===== src/common/qdac_rb_pkg.sv =====
// Constants and types for the quad converter readback slave
package qdac_rb_pkg;
	// Fixed upper five bits of the seven-bit device address
	localparam logic [4:0] DEV_ADDR_FIXED = 5'h13;
	// Control byte field positions
	localparam int CTRL_PD_POS  = 0;
	localparam int CTRL_CH_LSB  = 1;
	localparam int CTRL_UPD_LSB = 4;
	localparam int CTRL_EXT_LSB = 6;
	// Transmitted fill patterns
	localparam logic [5:0] STATUS_FILL = 6'h3F;
	localparam logic [7:0] LOW_FILL    = 8'h00;
	// Power modes of a channel
	localparam logic [1:0] PM_HIZ      = 2'h0;
	localparam logic [1:0] PM_1K       = 2'h1;
	localparam logic [1:0] PM_100K     = 2'h2;
	localparam logic [1:0] PM_HIZ_ALT  = 2'h3;
	// Bit counts within a byte
	localparam logic [3:0] BITS_DONE   = 4'h8;
	localparam logic [3:0] LAST_TX_BIT = 4'h7;
	// Reset values
	localparam logic       LINE_IDLE   = 1'b1;
	localparam logic [1:0] FIELD_RST   = 2'h0;
	localparam logic [7:0] BYTE_RST    = 8'h00;

	typedef enum logic [7:0] {
		ST_IDLE     = 8'h01,
		ST_ADDR     = 8'h02,
		ST_ADDR_ACK = 8'h04,
		ST_CTRL     = 8'h08,
		ST_CTRL_ACK = 8'h10,
		ST_TX       = 8'h20,
		ST_TX_ACK   = 8'h40,
		ST_IGNORE   = 8'h80
	} state_t;
endpackage


===== src/quad_dac_i2c_readback.sv =====
// Two-wire slave transmitter for quad converter channel readback
//
// Contract
// - Write address byte acknowledged by driving low
// - Control byte acknowledged; fields decoded by position
// - Read address acknowledged only once a control byte has been received since reset
// - Flag clear: send high then low byte
// - Flag set: status, high, low bytes
// - Data comes from last selected channel
// - Status byte: mode bits, six ones
// - High byte is channel data, MSB first
// - Mode bits select output load state
module quad_dac_i2c_readback import qdac_rb_pkg::*; (
	// Clock and reset
	input  wire logic       CLOCK,
	input  wire logic       RST_B,
	input  wire logic       CLK_EN,
	// Two-wire bus
	input  wire logic       SCL,
	input  wire logic       SDA_IN,
	output logic            SDA_OUT,
	output logic            SDA_OE_B,
	// Address straps
	input  wire logic       PIN_ADDRESS_HI,
	input  wire logic       PIN_ADDRESS_LO,
	// Stored channel contents: mode bits 9:8, data 7:0
	input  wire logic [9:0] CH0_VALUE,
	input  wire logic [9:0] CH1_VALUE,
	input  wire logic [9:0] CH2_VALUE,
	input  wire logic [9:0] CH3_VALUE,
	// Decoded control byte and status
	output logic [1:0]      EXTENDED_ADDRESS,
	output logic [1:0]      UPDATE_MODE,
	output logic [1:0]      CHANNEL_SEL,
	output logic            POWER_DOWN_FLAG,
	output logic            READ_ACTIVE,
	output logic            LOAD_1K,
	output logic            LOAD_100K
);

	state_t      state_q;
	logic        scl_q;
	logic        sda_q;
	logic [3:0]  cnt_q;
	logic [7:0]  shift_q;
	logic [1:0]  byte_idx_q;
	logic        ack_q;
	logic        ctrl_seen_q;
	logic [9:0]  sel_val;
	logic [1:0]  last_idx;
	logic [7:0]  cur_byte;
	logic [7:0]  first_byte;
	logic [7:0]  nxt_byte;
	logic        rise;
	logic        fall;
	logic        start;
	logic        stop;
	logic        addr_ok;

	function automatic logic [9:0] chan_val(input logic [1:0] s,
		input logic [9:0] c0, input logic [9:0] c1,
		input logic [9:0] c2, input logic [9:0] c3);
		case (s)
			2'h0:    chan_val = c0;
			2'h1:    chan_val = c1;
			2'h2:    chan_val = c2;
			default: chan_val = c3;
		endcase
	endfunction

	function automatic logic [7:0] byte_for(input logic [1:0] idx,
		input logic pd, input logic [9:0] v);
		if (pd && idx == 2'h0)
			byte_for = {v[9:8], STATUS_FILL};
		else if (idx == {1'b0, pd})
			byte_for = v[7:0];
		else
			byte_for = LOW_FILL;
	endfunction

	// Bus event decode
	assign rise    = CLK_EN && !scl_q && SCL;
	assign fall    = CLK_EN && scl_q && !SCL;
	assign start   = CLK_EN && scl_q && SCL && sda_q && !SDA_IN;
	assign stop    = CLK_EN && scl_q && SCL && !sda_q && SDA_IN;
	assign addr_ok = shift_q[7:1] ==
		{DEV_ADDR_FIXED, PIN_ADDRESS_HI, PIN_ADDRESS_LO};
	assign sel_val = chan_val(CHANNEL_SEL, CH0_VALUE, CH1_VALUE,
		CH2_VALUE, CH3_VALUE);
	assign last_idx = POWER_DOWN_FLAG ? 2'h2 : 2'h1;
	assign cur_byte = byte_for(byte_idx_q, POWER_DOWN_FLAG, sel_val);
	// First byte of a read, independent of the index left by the last read
	assign first_byte = byte_for(2'h0, POWER_DOWN_FLAG, sel_val);
	assign nxt_byte   = byte_for(byte_idx_q + 2'h1, POWER_DOWN_FLAG,
		sel_val);

	// Line sampling
	always_ff @(posedge CLOCK or negedge RST_B) begin
		if (!RST_B) begin
			scl_q <= LINE_IDLE;
			sda_q <= LINE_IDLE;
		end else if (CLK_EN) begin
			scl_q <= SCL;
			sda_q <= SDA_IN;
		end
	end

	// Protocol sequencer and data line drive
	always_ff @(posedge CLOCK or negedge RST_B) begin
		if (!RST_B) begin
			state_q    <= ST_IDLE;
			cnt_q      <= 4'h0;
			shift_q    <= BYTE_RST;
			byte_idx_q <= 2'h0;
			ack_q      <= 1'b0;
			SDA_OUT    <= LINE_IDLE;
			SDA_OE_B   <= LINE_IDLE;
		end else if (start) begin
			state_q  <= ST_ADDR;
			cnt_q    <= 4'h0;
			SDA_OE_B <= LINE_IDLE;
		end else if (stop) begin
			state_q  <= ST_IDLE;
			SDA_OE_B <= LINE_IDLE;
		end else if (CLK_EN) begin
			case (state_q)
				ST_ADDR, ST_CTRL: begin
					if (rise) begin
						shift_q <= {shift_q[6:0], SDA_IN};
						cnt_q   <= cnt_q + 4'h1;
					end else if (fall && cnt_q == BITS_DONE) begin
						if (state_q == ST_CTRL) begin
							state_q  <= ST_CTRL_ACK;
							SDA_OUT  <= 1'b0;
							SDA_OE_B <= 1'b0;
						end else if (addr_ok &&
							(!shift_q[0] || ctrl_seen_q)) begin
							state_q  <= ST_ADDR_ACK;
							SDA_OUT  <= 1'b0;
							SDA_OE_B <= 1'b0;
						end else begin
							state_q <= ST_IGNORE;
						end
					end
				end
				ST_ADDR_ACK: begin
					if (fall) begin
						cnt_q      <= 4'h0;
						byte_idx_q <= 2'h0;
						if (shift_q[0]) begin
							state_q  <= ST_TX;
							SDA_OUT  <= first_byte[7];
							SDA_OE_B <= first_byte[7];
						end else begin
							state_q  <= ST_CTRL;
							SDA_OE_B <= LINE_IDLE;
						end
					end
				end
				ST_CTRL_ACK: begin
					if (fall) begin
						state_q  <= ST_IGNORE;
						SDA_OE_B <= LINE_IDLE;
					end
				end
				ST_TX: begin
					if (fall) begin
						cnt_q <= cnt_q + 4'h1;
						ack_q <= 1'b0;
						if (cnt_q == LAST_TX_BIT) begin
							state_q  <= ST_TX_ACK;
							SDA_OE_B <= LINE_IDLE;
						end else begin
							SDA_OUT  <= cur_byte[3'h6 - cnt_q[2:0]];
							SDA_OE_B <= cur_byte[3'h6 - cnt_q[2:0]];
						end
					end
				end
				ST_TX_ACK: begin
					if (rise) begin
						if (SDA_IN || byte_idx_q == last_idx)
							state_q <= ST_IGNORE;
						else
							ack_q <= 1'b1;
					end else if (fall && ack_q) begin
						state_q    <= ST_TX;
						cnt_q      <= 4'h0;
						byte_idx_q <= byte_idx_q + 2'h1;
						SDA_OUT    <= nxt_byte[7];
						SDA_OE_B   <= nxt_byte[7];
					end
				end
				ST_IDLE, ST_IGNORE: begin
					SDA_OE_B <= LINE_IDLE;
				end
				default: begin
					state_q  <= ST_IDLE;
					SDA_OE_B <= LINE_IDLE;
				end
			endcase
		end
	end

	// Control byte capture
	always_ff @(posedge CLOCK or negedge RST_B) begin
		if (!RST_B) begin
			EXTENDED_ADDRESS <= FIELD_RST;
			UPDATE_MODE      <= FIELD_RST;
			CHANNEL_SEL      <= FIELD_RST;
			POWER_DOWN_FLAG  <= 1'b0;
			ctrl_seen_q      <= 1'b0;
		end else if (CLK_EN && !start && !stop && state_q == ST_CTRL &&
			fall && cnt_q == BITS_DONE) begin
			EXTENDED_ADDRESS <= shift_q[CTRL_EXT_LSB +: 2];
			UPDATE_MODE      <= shift_q[CTRL_UPD_LSB +: 2];
			CHANNEL_SEL      <= shift_q[CTRL_CH_LSB +: 2];
			POWER_DOWN_FLAG  <= shift_q[CTRL_PD_POS];
			ctrl_seen_q      <= 1'b1;
		end
	end

	// Status and load state of the selected channel
	always_ff @(posedge CLOCK or negedge RST_B) begin
		if (!RST_B) begin
			READ_ACTIVE <= 1'b0;
			LOAD_1K     <= 1'b0;
			LOAD_100K   <= 1'b0;
		end else if (CLK_EN) begin
			READ_ACTIVE <= state_q == ST_TX || state_q == ST_TX_ACK;
			LOAD_1K     <= sel_val[9:8] == PM_1K;
			LOAD_100K   <= sel_val[9:8] == PM_100K;
		end
	end
endmodule


===== config.mk =====
export PLATFORM = sky130hd
export DESIGN_NAME = quad_dac_i2c_readback
export DESIGN_NICKNAME = d
export VERILOG_FILES = /design/src/common/qdac_rb_pkg.sv /design/src/quad_dac_i2c_readback.sv
export SDC_FILE = /design/constraint.sdc
export NUM_CORES = 1
export LEC_CHECK = 0
export ABC_CLOCK_PERIOD_IN_PS = 4000
export BUFFER_PORTS_ARGS = -buffer_cell sky130_fd_sc_hd__buf_4
export CORE_MARGIN = 3
export CORE_UTILIZATION = 59
export CTS_CLUSTER_DIAMETER = 30
export DETAILED_ROUTE_END_ITERATION = 8
export HOLD_SLACK_MARGIN = 0.12
export PLACE_DENSITY = 0.87
export SYNTH_ARGS = -nofsm -noshare
export SYNTH_HDL_FRONTEND = slang
export SYNTH_SLANG_ARGS = --single-unit

===== constraint.sdc =====
create_clock -name CLOCK -period 4 [get_ports CLOCK]
set_input_delay 0.4 -clock CLOCK [delete_from_list [all_inputs] [get_ports CLOCK]]
set_output_delay 0.4 -clock CLOCK [all_outputs]
set_load 0.01 [all_outputs]

**After elaboration in Yosys (flattened, before gate mapping)**

Index checks and enable logic that the tools add are counted.

- $add $sub $neg: 3
- Magnitude comparators: 1
- Equality and inequality tests: 47
- Mux-type cells: 62
- Bitwise gates (word level): 2
- Reductions and logical operators: 47

Operators with widths:

| cell | number |
|---|---|
| two-way mux 8 bit | 19 |
| one-hot mux 8 bit (6 select lines) | 1 |
| two-way mux 4 bit | 8 |
| != test 4 bit (second input constant) | 8 |
| one-hot mux 10 bit (3 select lines) | 1 |
| two-way mux 1 bit | 22 |
| != test 2 bit (second input constant) | 11 |
| != test 3 bit (second input constant) | 7 |
| logical AND 1 bit | 19 |
| one-hot mux 4 bit (4 select lines) | 1 |
| != test 5 bit (second input constant) | 3 |
| AND reduction 7 bit | 2 |
| AND reduction 13 bit | 1 |
| AND reduction 10 bit | 1 |
| AND reduction 9 bit | 1 |
| == test 8 x 1 -> 1 bit (second input constant) | 1 |
| == test 8 x 2 -> 1 bit (second input constant) | 1 |
| == test 8 x 3 -> 1 bit (second input constant) | 1 |
| == test 8 x 4 -> 1 bit (second input constant) | 1 |
| == test 8 x 5 -> 1 bit (second input constant) | 1 |
| == test 8 x 6 -> 1 bit (second input constant) | 1 |
| == test 8 x 7 -> 1 bit (second input constant) | 1 |
| == test 8 bit (second input constant) | 1 |
| two-way mux 2 bit | 4 |
| 28 further kinds | 45 |

- Flip-flop bits (word level): 38
- Input bits: 47
- Logic and storage cells: 179

**Depth between registers and ports, before layout**

- Depth in word-level cells: 12
- Gate-level depth with buffers: 9

**Worst setup path after synthesis**

OpenSTA, ideal clock, no wires.

- Path kind: reg2reg
- From: register state_q[1]
- To: register state_q[0]
- Setup time: 0.082 ns
- Arrival time: 2.162 ns
- Slack: 1.756 ns
- Cell stages (with the launch flop): 10
- Path buffers: 3
- Clock period less this slack: 2.244 ns
- Cell sequence: dfrtp_1 -> buf_6 -> or4_1 -> buf_2 -> or2_1 -> buf_6 -> nor3_4 -> o21ai_2 -> o21ai_4 -> mux2_4

- Longest elaborated chain between the ends: 8
- Elaborated cells on any way between the ends: 27
- Classes of those cells: eq/ne (17); mux (7); reduce/logical (3)

RTL lines:

| element | RTL line | text |
|---|---|---|
| start, declared | quad_dac_i2c_readback.sv:41 | `state_t state_q;` |
| start signal, assigned | quad_dac_i2c_readback.sv:111 | `state_q <= ST_IDLE;` |
| start signal, assigned | quad_dac_i2c_readback.sv:119 | `state_q <= ST_ADDR;` |
| start signal, assigned | quad_dac_i2c_readback.sv:123 | `state_q <= ST_IDLE;` |
| == test 8 x 4 -> 1 bit | quad_dac_i2c_readback.sv:126, quad_dac_i2c_readback.sv:132 |  |
| two-way mux 8 bit | quad_dac_i2c_readback.sv:132 | `if (state_q == ST_CTRL) begin` |
| two-way mux 8 bit | quad_dac_i2c_readback.sv:131 | `end else if (fall && cnt_q == BITS_DONE) begin` |
| two-way mux 8 bit | quad_dac_i2c_readback.sv:128 | `if (rise) begin` |
| one-hot mux 8 bit (6 select lines) | quad_dac_i2c_readback.sv:126 | `case (state_q)` |
| two-way mux 8 bit | quad_dac_i2c_readback.sv:125 | `end else if (CLK_EN) begin` |
| two-way mux 8 bit | quad_dac_i2c_readback.sv:122 | `end else if (stop) begin` |
| two-way mux 8 bit | quad_dac_i2c_readback.sv:118 | `end else if (start) begin` |

Several ways; a longest one is shown, not always the timed one. The select of a mux whose other input is x is not followed.
A chain may end at the register's enable or synchronous reset.

**Worst setup path after layout**

- From: register cnt_q[0]
- To: register state_q[6]

- Longest elaborated chain between the ends: 4
- Elaborated cells on any way between the ends: 6
- Classes of those cells: eq/ne (4); reduce/logical (2)

RTL lines:

| element | RTL line | text |
|---|---|---|
| start, declared | quad_dac_i2c_readback.sv:44 | `logic [3:0] cnt_q;` |
| start signal, assigned | quad_dac_i2c_readback.sv:130 | `cnt_q <= cnt_q + 4'h1;` |
| start signal, assigned | quad_dac_i2c_readback.sv:168 | `cnt_q <= cnt_q + 4'h1;` |
| == test 4 bit | quad_dac_i2c_readback.sv:131 |  |
| logical AND 1 bit | quad_dac_i2c_readback.sv:131 |  |
| != test 4 bit (no line) | -- |  |
| AND reduction 10 bit (no line) * | -- |  |
| end signal, assigned | quad_dac_i2c_readback.sv:133 | `state_q <= ST_CTRL_ACK;` |
| end signal, assigned | quad_dac_i2c_readback.sv:138 | `state_q <= ST_ADDR_ACK;` |
| end signal, assigned | quad_dac_i2c_readback.sv:142 | `state_q <= ST_IGNORE;` |

Mark *: on every way between the ends. The rest lies on a longest branch, timed or not.

==> flow_summary.toml <==
[critical_path]
worstPathArrival_ns = 2.80
critical_path_required_ns = 4.21
path_class = "reg -> reg"
r2r_slack_ns = 1.41
cp-start-kind = "register"
critPathMaxFanout = 11
endpoint_kind = "register"

[clocking]
cts_max_path_buffers = 2
clk-insertion-delay-late_ns = 0.30
cts_buffers = 5
h-tree-depth = 2
clk_pin_slew_ns = 0.08
cts_tree = "yes"
postCtsSetupBuffers = 0
cts.sinks = 38
ctsRootBufferMaster = "clkbuf_8"

[timing]
max_slew_margin_pct = 41.7
setup_viol = 0
hold_viol = 0
hold_ws_ns = 0.360
fmax_ghz = 0.386
tns_ns = 0
period_needed_ns = 2.59
worstMarginPinSlew_ns = 0.875
slew_viol_final = 0
fin_crit_sh_pct = 64.7
setup_slack_ns = 1.41
grt_setup_unrepaired = "no"
skew_ns = 0.00669

[placement]
detailed_place_hpwl_um = 5370
gp_congestion = 0.970
place_worst_setup_slack_ns = 1.49
io_buffers = 58

[logic_synthesis]
ys_seq_elements = 38
yosys_warnings = 0
synthTopCellsByArea = "dfrtp_1 (31%), mux2_2 (6.7%), mux4_2 (5.8%)"
syn_avg_cell_area_um2 = 9.98
netlist_area_um2 = 2710
yosysTopAreaCell = "dfrtp_1"
syn_nets = 322
netlist_top_cells_count = "dfrtp_1 (33), nand2_1 (21), mux2_2 (16)"
synthMostInstantiatedCell = "dfrtp_1"
netlist_instances = 271
yosysUniqueCellTypes = 65
seq_area_frac_synth_pct = 35.4
synthFlopType = "dfrtp_1"
async_reset_ff_share_pct = 100
synth_edf_count = 0
synth_top_area_share_pct = 30.5

[drt]
drc = 0
num_vias = 2432
first_pass_iters = 5
routed_via_density = 6.52
routedWlPerCell_um = 18.7
drt_iter0_markers = 255
routed_wl_um = 6980
postRouteAntennaNets = 0

[global_route]
grt_pass1_wl_um = 11500
grtUsageMet2_pct = 45.4
grt_util_met1_pct = 35.9
antenna_found_initial = 0
top_usage_layer = "met2"
grt_overflow = 0
grt_pass1_vias = 2412
grt_max_degree = 39
met3_usage_pct = 5.20
grt_use_total_pct = 27.5

[die]
dieWidth_um = 73.7
design.die.area_um2 = 5430
rows = 23
core_um2 = 4200
start_util_pct = 64.4
die_h_um = 73.7
ios = 59

[pwr]
switching_share_pct = 32.1
seq_power_share_pct = 38.8
clockPowerShare_pct = 32.6
vdd_drop_max_uv = 329
power_frac_comb_pct = 28.6
p_sw_uw = 390
p_int_uw = 826
p_leak_uw = 0.00146
powerDensity_nw_per_um2 = 372

[final_layout]
syn_to_final_growth_pct = 21.0
n_antenna_cell = 0
fin_nets = 373
drive_above_1_share_pct = 34.1

[flow_run]
cap_violations = 0

[status]
outcome = "complete, no violations"

[min_path]
min_path_type = "in -> reg"
cell type report:
cell class / count / area (µm²)
tap: 50 / 62.6
clock buffer: 5 / 68.8
multi-input combinational: 204 / 1610
inverter: 13 / 48.8
clock inverter: 3 / 68.8
sequential: 38 / 957
fill: 290 / 930
timing repair buffer: 60 / 453
timing repair:
item | in CTS | in global routing
hold buffers | 1 | 0
endpoints found under the setup margin | 0 | 0
resized for setup | 0 | 0
endpoints found under the hold margin | 33 | 0
sequential cells by signal, indices dropped and copies added, names as in the netlist, 2 cells and up:
register	count
CHANNEL_SEL	2
EXTENDED_ADDRESS	2
UPDATE_MODE	2
byte_idx_q	2
cnt_q	4
shift_q	8
state_q	8
critical path, cell delays in order, from the launching register on:
cell	delay (ns)
dfrtp_1	0.50
clkinv_1	0.21
ha_1	0.17
nand2_1	0.06
nor3_1	0.16
o22ai_1	0.17
nor4_2	0.70
nand3_1	0.27
o2bb2ai_1	0.25
power by group through the flow:
stage,clock network (µW),registers [µW],logic (µW)
CTS,399,470,344
detailed placement,0,476,340
global route,416,477,383
floorplan,0,456,251
finish,396,472,348
global placement,0,475,336
through the flow:
stage | utilization [%] | instances | power [µW] | instance area, µm²
after floorplan | - | 271 | 707 | 2710
final | 77.9 | 373 | 1220 | 3270
after detailed placement | 74.4 | 364 | 817 | 3120
after CTS | 77.9 | 373 | 1210 | 3270
after global placement | 74.4 | 364 | 811 | 3120
after global routing | 77.9 | 373 | 1280 | 3270
per-layer routing:
metal / part of all wire, % / vias to the layer above / wire, µm
li1: - / 1126 / -
met1: 42 / 1171 / 2920
met2: 49 / 111 / 3400
met3: 6.6 / 24 / 464
met4: 2.9 / 0 / 200
met5: 0 / - / 0
worst paths after layout:
| kind | startpoint | to | cells past startpoint |
|---|---|---|---|
| min in group asynchronous | RST_B | READ_ACTIVE$_DFFE_PN0P_ | 2 |
| worst min-delay path | SCL | scl_q$_DFFE_PN1P_ | 3 |
| worst max-delay path | cnt_q[0]$_DFFE_PN0P_ | state_q[6]$_DFFE_PN0P_ | 8 |
| worst max register to register | cnt_q[0]$_DFFE_PN0P_ | state_q[6]$_DFFE_PN0P_ | 8 |
| worst min register to register | ctrl_seen_q$_DFFE_PN0P_ | ctrl_seen_q$_DFFE_PN0P_ | 1 |
| max in group asynchronous | RST_B | sda_q$_DFFE_PN1P_ | 2 |
cell families after synthesis:
kind of cell / Yosys count / share of synthesized area, %
DFF: 38 / 35.4
AOI/OAI and AO/OA: 56 / 15.2
adders and majority gates: 4 / 1.85
xor gates and xnor gates: 9 / 2.91
buffers and inverters: 29 / 4.99
and+or+nand+nor: 100 / 22.6
muxes: 35 / 17.1
cell usage in the layout (no fill, tap or decap), types with 3 or more instances in the layout:
master and count:
dfstp_2 5, o2bb2ai_1 3, nand3_1 10, clkbuf_8 5
a31oi_1 4, nor4_1 4, o211ai_1 4, a22o_1 4
o21ai_0 14, xnor2_1 3, nor2b_1 3, ha_1 4
mux2i_1 11, nor2_1 11, nand3b_1 5, nand4_1 3
nand2_1 21, mux4_2 7, dfrtp_1 33, inv_1 12
xor2_1 6, a2111oi_0 3, or4_1 3, nor3_1 11
o31ai_1 4, mux2_2 16, nand2b_1 5, buf_4 59
or2_2 3
(Power assumes the default switching activity.)
